$ cat src/logic/mspwm_cfg.svh
// Register offsets, channel count, reset values and prescaler field width
// What this block does
// - Per-channel clock-select bit picks first or second prescaled clock of its pair.
// - Role bit 0 means master mode; its polarity bit reads back as zero.
// - Role bit 1 means slave mode; pin shows duty pulse after each trigger.
// - Polarity bit 0 gives active-high output, 1 gives active-low output.
// - Enable bit 1 lets counting drive the output; 0 leaves output alone.
// - Output-level bit sets the channel output directly to 0 or 1.
// - One write of go triggers sets running flags; trigger bits self-clear.
// - Master start raises its period event at once, which also triggers slaves that are running or started with it.
// - Master loads reload value, counts down, at zero raises event and reloads.
// - On every master event each running slave above it, up to the next master or stopped slave, loads its own reload value.
// - Slave active one count after event, inactive at zero, then stops.
// - Counters always readable; output level and enable writable while running.
// - Stop clears running flags; counts and slave outputs hold their levels.
// - Halt trigger bits read back as zero, acting only as triggers.
// - Gate bit 0 holds block idle, ignoring writes other than to the gate bit; 1 enables writes.
// - Clearing gate bit initializes all channel registers, output levels to zero.
// - Period is master value plus one counts; duty is slave value counts.
// - Slave value above master plus one gives continuous full-on output.
`ifndef MSPWM_CFG_SVH
`define MSPWM_CFG_SVH
`define MSPWM_NCH 12
`define MSPWM_ADR_GATE 8'h00
`define MSPWM_ADR_PRESC 8'h04
`define MSPWM_ADR_GO 8'h08
`define MSPWM_ADR_HALT 8'h0C
`define MSPWM_ADR_RUN 8'h10
`define MSPWM_ADR_LEVEL 8'h14
`define MSPWM_ADR_DRIVE 8'h18
`define MSPWM_ADR_POL 8'h1C
`define MSPWM_ADR_ROLE 8'h20
`define MSPWM_ADR_CKSEL 8'h24
`define MSPWM_ADR_PIN 8'h28
`define MSPWM_ADR_RELOAD 8'h40
`define MSPWM_ADR_COUNT 8'h80
`define MSPWM_RST_WORD 16'h0000
`define MSPWM_RST_PRESC 16'h0000
`define MSPWM_PRESC_W 4
`endif

$ cat src/logic/mspwm_pkg.sv
// Types shared by the multi-slave PWM timer
package mspwm_pkg;
  typedef logic [11:0] mspwm_chmask_t;
  typedef logic [15:0] mspwm_word_t;
endpackage

$ cat src/logic/mspwm_top.sv
// Multi-slave PWM timer with a classic Wishbone register slave
`timescale 1ns/1ps
`default_nettype none
`include "mspwm_cfg.svh"
module mspwm_top
(
  // Clock and reset
  input wire logic clk_i,
  input wire logic rst_i,
  // Wishbone slave
  input wire logic wb_cyc_i,
  input wire logic wb_stb_i,
  input wire logic wb_we_i,
  input wire logic [7:0] wb_adr_i,
  input wire logic [3:0] wb_sel_i,
  input wire logic [31:0] wb_dat_i,
  output logic [31:0] wb_dat_o,
  output logic wb_ack_o,
  // Channel pins
  output logic [11:0] pwm_o,
  output logic [11:0] pwm_oe_o
);

  ////////////////////////////////////////////////////////////////////////
  // Software-visible registers
  logic gate;
  logic [15:0] presc;
  mspwm_pkg::mspwm_chmask_t running;
  mspwm_pkg::mspwm_chmask_t level;
  mspwm_pkg::mspwm_chmask_t drive;
  mspwm_pkg::mspwm_chmask_t pol;
  mspwm_pkg::mspwm_chmask_t role;
  mspwm_pkg::mspwm_chmask_t cksel;
  mspwm_pkg::mspwm_word_t reload [0:11];

  // Channel state
  mspwm_pkg::mspwm_word_t count [0:11];
  mspwm_pkg::mspwm_chmask_t armed;

  // Prescaler
  logic [7:0] div_cnt [0:3];
  logic [3:0] tick;
  mspwm_pkg::mspwm_chmask_t ch_tick;

  // Per-cycle strobes
  mspwm_pkg::mspwm_chmask_t go;
  mspwm_pkg::mspwm_chmask_t halt;
  mspwm_pkg::mspwm_chmask_t mevent;
  mspwm_pkg::mspwm_chmask_t trig;
  mspwm_pkg::mspwm_chmask_t set_out;
  mspwm_pkg::mspwm_chmask_t clr_out;

  // Bus
  logic bus_req;
  logic wr;
  logic rd;
  logic [3:0] idx;
  logic [31:0] next_rdata;

  function automatic logic [3:0] chan_idx(input logic [7:0] adr);
    chan_idx = adr[5:2];
  endfunction

  function automatic logic [15:0] wmask(input logic [15:0] old, input logic [31:0] d,
                                        input logic [3:0] sel);
    wmask = {sel[1] ? d[15:8] : old[15:8], sel[0] ? d[7:0] : old[7:0]};
  endfunction

  function automatic logic [11:0] wmask12(input logic [11:0] old, input logic [31:0] d,
                                          input logic [3:0] sel);
    wmask12 = {sel[1] ? d[11:8] : old[11:8], sel[0] ? d[7:0] : old[7:0]};
  endfunction

  function automatic logic in_bank(input logic [7:0] adr, input logic [1:0] bank);
    in_bank = adr[7:6] == bank && chan_idx(adr) < 4'd12;
  endfunction

  function automatic logic tick_due(input logic [7:0] cnt, input logic [2:0] expo);
    tick_due = (cnt & ((8'h01 << expo) - 8'h01)) == 8'h00;
  endfunction

  ////////////////////////////////////////////////////////////////////////
  // Bus decode; a write lands at the edge that samples ack high
  assign bus_req = wb_cyc_i && wb_stb_i;
  assign wr = bus_req && wb_we_i && wb_ack_o;
  assign rd = bus_req && !wb_we_i && !wb_ack_o;
  assign idx = chan_idx(wb_adr_i);
  assign go = (wr && gate && wb_adr_i == `MSPWM_ADR_GO) ? wb_dat_i[11:0] : 12'h000;
  assign halt = (wr && gate && wb_adr_i == `MSPWM_ADR_HALT) ? wb_dat_i[11:0] : 12'h000;

  always_ff @(posedge clk_i)
  begin
    if (rst_i)
      wb_ack_o <= 1'b0;
    else
      wb_ack_o <= bus_req && !wb_ack_o;
  end

  // Gate bit; the only register writable while gated
  always_ff @(posedge clk_i)
  begin
    if (rst_i)
      gate <= 1'b0;
    else if (wr && wb_adr_i == `MSPWM_ADR_GATE && wb_sel_i[0])
      gate <= wb_dat_i[0];
  end

  // Config registers; gate low wipes them
  always_ff @(posedge clk_i)
  begin
    if (rst_i || !gate)
      presc <= `MSPWM_RST_PRESC;
    else if (wr && wb_adr_i == `MSPWM_ADR_PRESC)
      presc <= wmask(presc, wb_dat_i, wb_sel_i);
  end

  // Level register; a software write wins over the slave edges
  always_ff @(posedge clk_i)
  begin
    if (rst_i || !gate)
      level <= 12'h000;
    else if (wr && wb_adr_i == `MSPWM_ADR_LEVEL)
      level <= wmask12(level, wb_dat_i, wb_sel_i);
    else
      level <= (level | set_out) & ~clr_out;
  end

  always_ff @(posedge clk_i)
  begin
    if (rst_i || !gate)
      drive <= 12'h000;
    else if (wr && wb_adr_i == `MSPWM_ADR_DRIVE)
      drive <= wmask12(drive, wb_dat_i, wb_sel_i);
  end

  always_ff @(posedge clk_i)
  begin
    if (rst_i || !gate)
      pol <= 12'h000;
    else if (wr && wb_adr_i == `MSPWM_ADR_POL)
      pol <= wmask12(pol, wb_dat_i, wb_sel_i);
  end

  always_ff @(posedge clk_i)
  begin
    if (rst_i || !gate)
      role <= 12'h000;
    else if (wr && wb_adr_i == `MSPWM_ADR_ROLE)
      role <= wmask12(role, wb_dat_i, wb_sel_i);
  end

  always_ff @(posedge clk_i)
  begin
    if (rst_i || !gate)
      cksel <= 12'h000;
    else if (wr && wb_adr_i == `MSPWM_ADR_CKSEL)
      cksel <= wmask12(cksel, wb_dat_i, wb_sel_i);
  end

  // Reload words, one per channel
  always_ff @(posedge clk_i)
  begin
    if (rst_i || !gate)
    begin
      for (int i = 0; i < 12; i++)
        reload[i] <= `MSPWM_RST_WORD;
    end
    else if (wr && in_bank(wb_adr_i, 2'b01))
      reload[idx] <= wmask(reload[idx], wb_dat_i, wb_sel_i);
  end

  ////////////////////////////////////////////////////////////////////////
  // Prescalers: 3-bit exponent in each 4-bit field per clock, a and b for 0-7, c and d for 8-11
  always_ff @(posedge clk_i)
  begin
    for (int k = 0; k < 4; k++)
    begin
      if (rst_i || !gate)
        div_cnt[k] <= 8'h00;
      else
        div_cnt[k] <= div_cnt[k] + 8'h01;
    end
  end

  always_ff @(posedge clk_i)
  begin
    for (int k = 0; k < 4; k++)
    begin
      if (rst_i || !gate)
        tick[k] <= 1'b0;
      else
        tick[k] <= tick_due(div_cnt[k], presc[k*4 +: 3]);
    end
  end

  always_comb
  begin
    for (int i = 0; i < 12; i++)
      ch_tick[i] = (i < 8) ? tick[{1'b0, cksel[i]}] : tick[{1'b1, cksel[i]}];
  end

  ////////////////////////////////////////////////////////////////////////
  // Start and stop
  always_ff @(posedge clk_i)
  begin
    if (rst_i || !gate)
      running <= 12'h000;
    else
      running <= (running | go) & ~halt;
  end

  // Master event: on start, or on count tick at zero
  always_comb
  begin
    for (int i = 0; i < 12; i++)
      mevent[i] = !role[i] && (go[i] || (running[i] && ch_tick[i] && count[i] == 16'h0000));
  end

  // Slave trigger from nearest lower master; a slave started with it counts
  always_comb
  begin
    trig = 12'h000;
    for (int i = 1; i < 12; i++)
      if (role[i])
        trig[i] = (role[i-1] ? trig[i-1] : mevent[i-1]) && (running[i] || go[i]);
  end

  ////////////////////////////////////////////////////////////////////////
  // Counters: masters in interval mode, slaves in one-shot mode
  always_ff @(posedge clk_i)
  begin
    for (int i = 0; i < 12; i++)
    begin
      if (rst_i || !gate)
        count[i] <= `MSPWM_RST_WORD;
      else if (!role[i])
      begin
        if (mevent[i])
          count[i] <= reload[i];
        else if (running[i] && ch_tick[i])
          count[i] <= count[i] - 16'h0001;
      end
      else if (trig[i])
        count[i] <= reload[i];
      else if (running[i] && armed[i] && ch_tick[i] && count[i] != 16'h0000)
        count[i] <= count[i] - 16'h0001;
    end
  end

  // Slave window: armed from trigger until the tick at zero
  always_ff @(posedge clk_i)
  begin
    for (int i = 0; i < 12; i++)
    begin
      if (rst_i || !gate || !role[i])
        armed[i] <= 1'b0;
      else if (trig[i])
        armed[i] <= 1'b1;
      else if (running[i] && ch_tick[i] && count[i] == 16'h0000)
        armed[i] <= 1'b0;
    end
  end

  // Slave output edges; reload above period never reaches zero, stays active
  always_comb
  begin
    for (int i = 0; i < 12; i++)
    begin
      set_out[i] = 1'b0;
      clr_out[i] = 1'b0;
      if (role[i] && running[i] && drive[i] && armed[i] && ch_tick[i])
      begin
        if (count[i] == 16'h0000)
        begin
          set_out[i] = pol[i];
          clr_out[i] = !pol[i];
        end
        else if (count[i] == reload[i])
        begin
          set_out[i] = !pol[i];
          clr_out[i] = pol[i];
        end
      end
    end
  end

  ////////////////////////////////////////////////////////////////////////
  // Pins
  always_ff @(posedge clk_i)
  begin
    if (rst_i)
      pwm_o <= 12'h000;
    else
      pwm_o <= level;
  end

  always_ff @(posedge clk_i)
  begin
    if (rst_i)
      pwm_oe_o <= 12'h000;
    else
      pwm_oe_o <= gate ? 12'hFFF : 12'h000;
  end

  ////////////////////////////////////////////////////////////////////////
  // Read data
  always_comb
  begin
    next_rdata = 32'h0000_0000;
    case (wb_adr_i)
      `MSPWM_ADR_GATE: next_rdata = {31'h0, gate};
      `MSPWM_ADR_PRESC: next_rdata = {16'h0, presc};
      `MSPWM_ADR_RUN: next_rdata = {20'h0, running};
      `MSPWM_ADR_LEVEL: next_rdata = {20'h0, level};
      `MSPWM_ADR_DRIVE: next_rdata = {20'h0, drive};
      `MSPWM_ADR_POL: next_rdata = {20'h0, pol & role};
      `MSPWM_ADR_ROLE: next_rdata = {20'h0, role};
      `MSPWM_ADR_CKSEL: next_rdata = {20'h0, cksel};
      `MSPWM_ADR_PIN: next_rdata = {20'h0, pwm_o};
      default:
      begin
        if (in_bank(wb_adr_i, 2'b01))
        begin
          next_rdata = {16'h0, reload[idx]};
        end
        else if (in_bank(wb_adr_i, 2'b10))
        begin
          next_rdata = {16'h0, count[idx]};
        end
      end
    endcase
  end

  always_ff @(posedge clk_i)
  begin
    if (rst_i)
      wb_dat_o <= 32'h0000_0000;
    else if (rd)
      wb_dat_o <= next_rdata;
  end

endmodule
`default_nettype wire

$ cat config.mk
export PLATFORM = sky130hd
export DESIGN_NAME = mspwm_top
export DESIGN_NICKNAME = d
export VERILOG_FILES = /design/src/logic/mspwm_pkg.sv /design/src/logic/mspwm_top.sv
export VERILOG_INCLUDE_DIRS = /design/src /design/src/logic
export SDC_FILE = /design/constraint.sdc
export NUM_CORES = 2
export LEC_CHECK = 0
export ABC_AREA = 0
export CAP_MARGIN = 20
export CORE_MARGIN = 5
export CORE_UTILIZATION = 40
export DETAILED_ROUTE_END_ITERATION = 10
export DONT_BUFFER_PORTS = 1
export SETUP_SLACK_MARGIN = 0.2
export SLEW_MARGIN = 20
export SYNTH_ARGS = -nofsm -noshare
export SYNTH_HDL_FRONTEND = slang
export SYNTH_SLANG_ARGS = --single-unit
$ cat constraint.sdc
create_clock -name clk_i -period 12.4 [get_ports clk_i]
set_clock_uncertainty 0.2 [all_clocks]
set_input_delay 1.86 -clock clk_i [delete_from_list [all_inputs] [get_ports clk_i]]
set_output_delay 1.86 -clock clk_i [all_outputs]
set_load 0.05 [all_outputs]
## Word-level counts from Yosys, hierarchy flattened

Memories as Yosys holds them, arrays and structs flattened.
Index checks and enable logic that the tools add are counted.

- Bits in registers: 161
- Memory bits (writable): 416
- Input bits: 49
- Output and inout port bits: 57
- Memories: 3

Memories:

| memory | depth | bits a word | rd ports | clocked after memory_dff | write ports | line | source |
|---|---|---|---|---|---|---|---|
| count | 12 | 16 | 13 | 0 | 12 | mspwm_top.sv:37 | `mspwm_pkg::mspwm_word_t count [0:11];` |
| reload | 12 | 16 | 13 | 0 | 12 | mspwm_top.sv:34 | `mspwm_pkg::mspwm_word_t reload [0:11];` |
| div_cnt | 4 | 8 | 4 | 0 | 4 | mspwm_top.sv:41 | `logic [7:0] div_cnt [0:3];` |

- Add/sub/neg operators: 20
- Order comparisons: 13
- Eq/ne operators: 25
- Shift-type cells: 4
- Muxes and demuxes: 411
- Bitwise operators: 61
- Reductions and logical operators: 255

Operators by type and width:

| cell | count |
|---|---|
| $mux 16 | 49 |
| $mux 1 | 348 |
| $logic_not 16->1 | 12 |
| $sub 16x1->16 const B | 12 |
| $eq 16x16->1 | 11 |
| $reduce_bool 16->1 | 11 |
| $logic_and 1x1->1 | 144 |
| $pmux 16 s9 | 1 |
| $mux 8 | 7 |
| $or 1x1->1 | 50 |
| $mux 12 | 4 |
| $logic_not 8->1 | 5 |
| $and 12x12->12 | 3 |
| $logic_or 1x1->1 | 35 |
| $add 8x1->8 const B | 4 |
| $and 8x8->8 | 4 |
| $eq 8x5->1 const B | 4 |
| $shl 1x3->8 const A | 4 |
| $sub 8x1->8 const B | 4 |
| $logic_not 1->1 | 26 |
| $eq 8x6->1 const B | 3 |
| $lt 1x3->1 const B | 8 |
| $not 12->12 | 2 |
| $or 12x12->12 | 2 |
| 11 further kinds | 36 |

## Logic depth before layout (Yosys ltp)

- Word-level depth: 47
- Depth in mapped cells: 14
- Gate-level depth less buffers: 11

## Least setup slack after synthesis

No wires, ideal clock.

- Path kind: input to register
- From: input port wb_adr_i[5]
- To: memory count[5][0] (netlist bit) (enable)
- Library setup time: 0.411 ns
- Arrival time: 5.420 ns
- Path slack: 6.369 ns
- Cell stages on the path: 10
- Buffers on the path: 2
- Cell sequence: buf_6 > or4_4 > buf_6 > or4_1 > o311a_2 > o31ai_4 > o2111ai_4 > a31o_2 > and3_1 > o21ai_0

RTL lines:

| what | line | source |
|---|---|---|
| from (decl) | mspwm_top.sv:14 | `input wire logic [7:0] wb_adr_i,` |
| to (decl) | mspwm_top.sv:37 |  |

==> key figures <==
Global routing
  • Largest net degree at the start of global routing: 123
  • First-pass GRT wire length: 168000 um
  • Initial antenna violation count: 3
  • Total grt overflow: 0
  • Gr usage total: 24.9%
  • Vias in the first global route: 24100

Route
  • ANT nets after route: 0
  • Drt via density: 6.04
  • Vias: around 26000
  • Drt first-iter violations: approximately 3700
  • Final wirelength: 115000 um
  • DR WL/cell: ~27 um
  • DRC viols: 0
  • Drt pass-1 iters: 7

CTS
  • CTS tree: yes
  • CTS sink cnt: 610
  • CTS Hold Bufs: 0
  • CTS H-Tree Depth: 3
  • CTS clk-pin slew, worst paths: 0.06 ns
  • Total setup buffers inserted after CTS: 0
  • Root buffer cell: clkbuf_16
  • CTS Buf Count: 69
  • Clk_lat worst skew: 0.62 ns
  • CTS max path bufs: 3
  • Post-CTS sizing: 0

Pwr
  • Leak Pwr: 0.0149 uW
  • Max VDD drop: 0.0000989 V
  • Power per standard cell area: approximately 120 nW/um^2
  • Total power: 4420 uW

Worst setup path
  • R2r endpoint: count[7][6]$_DFFE_PP_
  • Reg2Reg Setup Slack: 5.89 ns
  • R2R depth: 9
  • CP Launch Point: wb_we_i
  • Crit path largest cell delay: 1.10 ns
  • Critical Path, Cell by Cell: nand4_1, nor4_1, a211oi_1, o31ai_4, o2111ai_4, a31oi_4, a21oi_1, o21ai_2, nand2_1
  • Crit. End Element: flop
  • CP required: 12.33 ns
  • CP max stage cell: nor4_1
  • CP Class: input pin to flop
  • R2R Path Start: wb_ack_o$_SDFF_PP0_
  • CP max FO: 17
  • Worst setup SP type: input pin
  • Worst path arrival time: roughly 6.8 ns

Timing
  • Setup-failing EPs final: 0
  • Slew Viols, Final: 0
  • Final hold vios: 0
  • Fmax: between 100 and 150 MHz
  • Unrepaired setup endpoints after global routing: false
  • Slew headroom: 25.0%
  • Setup TNS: 0 ns
  • Tcrit/Tclk final: 55.4%
  • Worst-Margin Slew: 1.10 ns
  • Crit path time final: 6.87 ns

Hold path
  • Worst Hold End: presc[3]$_SDFFE_PP0P_
  • Hold path start: presc[3]$_SDFFE_PP0P_
  • Type of the tightest min-delay check: flop to flop
  • Hold Path Depth: 2

Cells and area
  • Final core utilization: 44.2%
  • Nets: 3186
  • Area grow syn2layout: 10.3%
  • Register Area: 16700 sq um
  • Share of layout cells above drive strength 1: 11.4%
  • N_diodes: 0
  • Multi-input gate area: 16500 sq um
  • FILL cells: around 8000

Floorplanning
  • # rows: 107
  • Die height: 302 um
  • Die X: a little over 300 um
  • Starting Density: 40.1%
  • Core Area: 84700 sq um
  • Boundary pin count: 106
  • Die Footprint: 90900 sq um

Place
  • DP Wirelength: 84000 um
  • Routability cong.: 0.944
  • IO buf count: 0

Synth
  • Yosys warnings: 0
  • Seq/Total Area, Yosys: 49.1%
  • Mapped Area: 34000 sq um
  • Yosys reg bits: 610
  • Syn_area_per_cell: 10.8 sq um
  • Ys async rst share: 0%
  • Post-synth EDFFs: 448
  • Post-synthesis cell type count: 88
  • Top FF cell, synth: edfxtp_1
  • Syn Inst Count: 3159

Status
  • Status: finished, final reports clean

Job
  • Max-cap check violation count: 0
kinds of logic after synthesis:
| kind of cell | count (synthesis) | share of synthesized area, % |
|---|---|---|
| simple gates | 1161 | 16.1 |
| flops | 610 | 49.1 |
| compound gates | 535 | 11.1 |
| xor+xnor | 357 | 9.20 |
| buf+inv | 298 | 3.81 |
| mux | 180 | 10.0 |
| fa+ha+maj | 17 | 0.626 |
| other cells | 1 | 0.0110 |
sequential cells by signal, summed over array words and instances (netlist names):
name      cells
count       192
drive        12
tick          4
pwm_oe_o      1
pol          12
wb_ack_o      1
running      12
pwm_o        12
armed        11
role         12
reload      256
level        12
cksel        12
gate          1
div_cnt      28
wb_dat_o     16
presc        16
critical path, delay by kind of cell:
family / cells / cell delay [ns]
AO/OA/AOI/OAI: 6 / 2.33
AND/OR/NAND/NOR: 3 / 2.58
power by group:
part           internal, uW  leakage (uW)  switching, uW
sequential             2190       0.00669           16.0
clock                  1240       0.00114            864
combinational          41.7       0.00706           77.9
placed cells by master (no fill, tap or decap), types with 20 or more instances in the layout:
cell,count
nand2_1,332
o2bb2ai_1,70
nand2b_1,20
buf_4,31
nand3_1,83
xor2_1,228
or3_1,26
inv_1,74
a222oi_1,23
edfxtp_1,448
or4_1,22
conb_1,80
o21ai_0,133
nor2_1,386
nor4_1,78
a211oi_1,34
nor3_1,59
clkbuf_16,75
nand4_1,30
dfxtp_1,161
and3_1,30
a21oi_1,136
mux4_2,128
mux2i_1,27
xnor2_1,129
synth_stat cells (all sizes together) (7+ instances only):
master,number,area [sq um]
nor4b,8,70.1
xnor2,129,1130
buf,65,422
mux4,128,2880
dfxtp,162,3240
mux2i,43,430
nand3b,10,75.1
ha,17,213
nor3,61,310
a311oi,12,105
or2,8,50.1
or3,26,163
nor2,392,1470
and2,15,93.8
a211oi,35,275
nand2b,21,131
edfxtp,448,13500
or4b,9,90.1
a222oi,23,230
clkbuf,158,593
nor3b,10,91.3
o41ai,9,78.8
nor2b,12,75.1
mux2,9,101
a31oi,13,111
and3,30,188
or4,25,199
inv,75,282
o311a,7,71.3
a21oi,138,698
o2bb2ai,80,763
o21ai,143,731
nor4,80,531
nand4,30,188
a32o,15,150
nand2,333,1260
xor2,228,2000
nand3,83,415
metrics by stage:
step	instance area, sq um	cells	setup WS (ns)	hold slack [ns]
after CTS	37500	4318	5.71	0.259
final	37500	4318	5.53	0.259
after global routing	37500	4318	5.36	0.279
after global placement	35100	4191	5.04	0.246
after floorplan	34300	3238	6.37	0.236
after detailed placement	35100	4193	5.09	0.251
cell type report:
class / count / area share [%]
sequential: 610 / 44.6
multi-input combinational: 2330 / 43.9
clock buffer: 92 / 5.42
tap: 1144 / 3.82
clock inverter: 33 / 0.781
timing repair buffer: 34 / 0.754
inverter: 75 / 0.751
layer usage:
layer	wire, um	vias up	track usage, %
met5	0	-	0
met4	5040	0	9.61
met3	14500	214	7.57
met2	49700	1462	36.8
met1	46200	12900	34.4
li1	-	11500	-
worst max-delay path by stage:
| stage | slack (ns) | cells after the start | to |
|---|---|---|---|
| after floorplan | 6.37 | 10 | count[5][0]$_DFFE_PP_ |
| after global placement | 5.04 | 9 | count[9][10]$_DFFE_PP_ |
| after detailed placement | 5.09 | 9 | count[7][1]$_DFFE_PP_ |
| after CTS | 5.71 | 9 | count[7][6]$_DFFE_PP_ |
| after global routing | 5.36 | 9 | count[7][6]$_DFFE_PP_ |
| final | 5.53 | 9 | count[7][6]$_DFFE_PP_ |
Power figures use the tool's default switching activity.
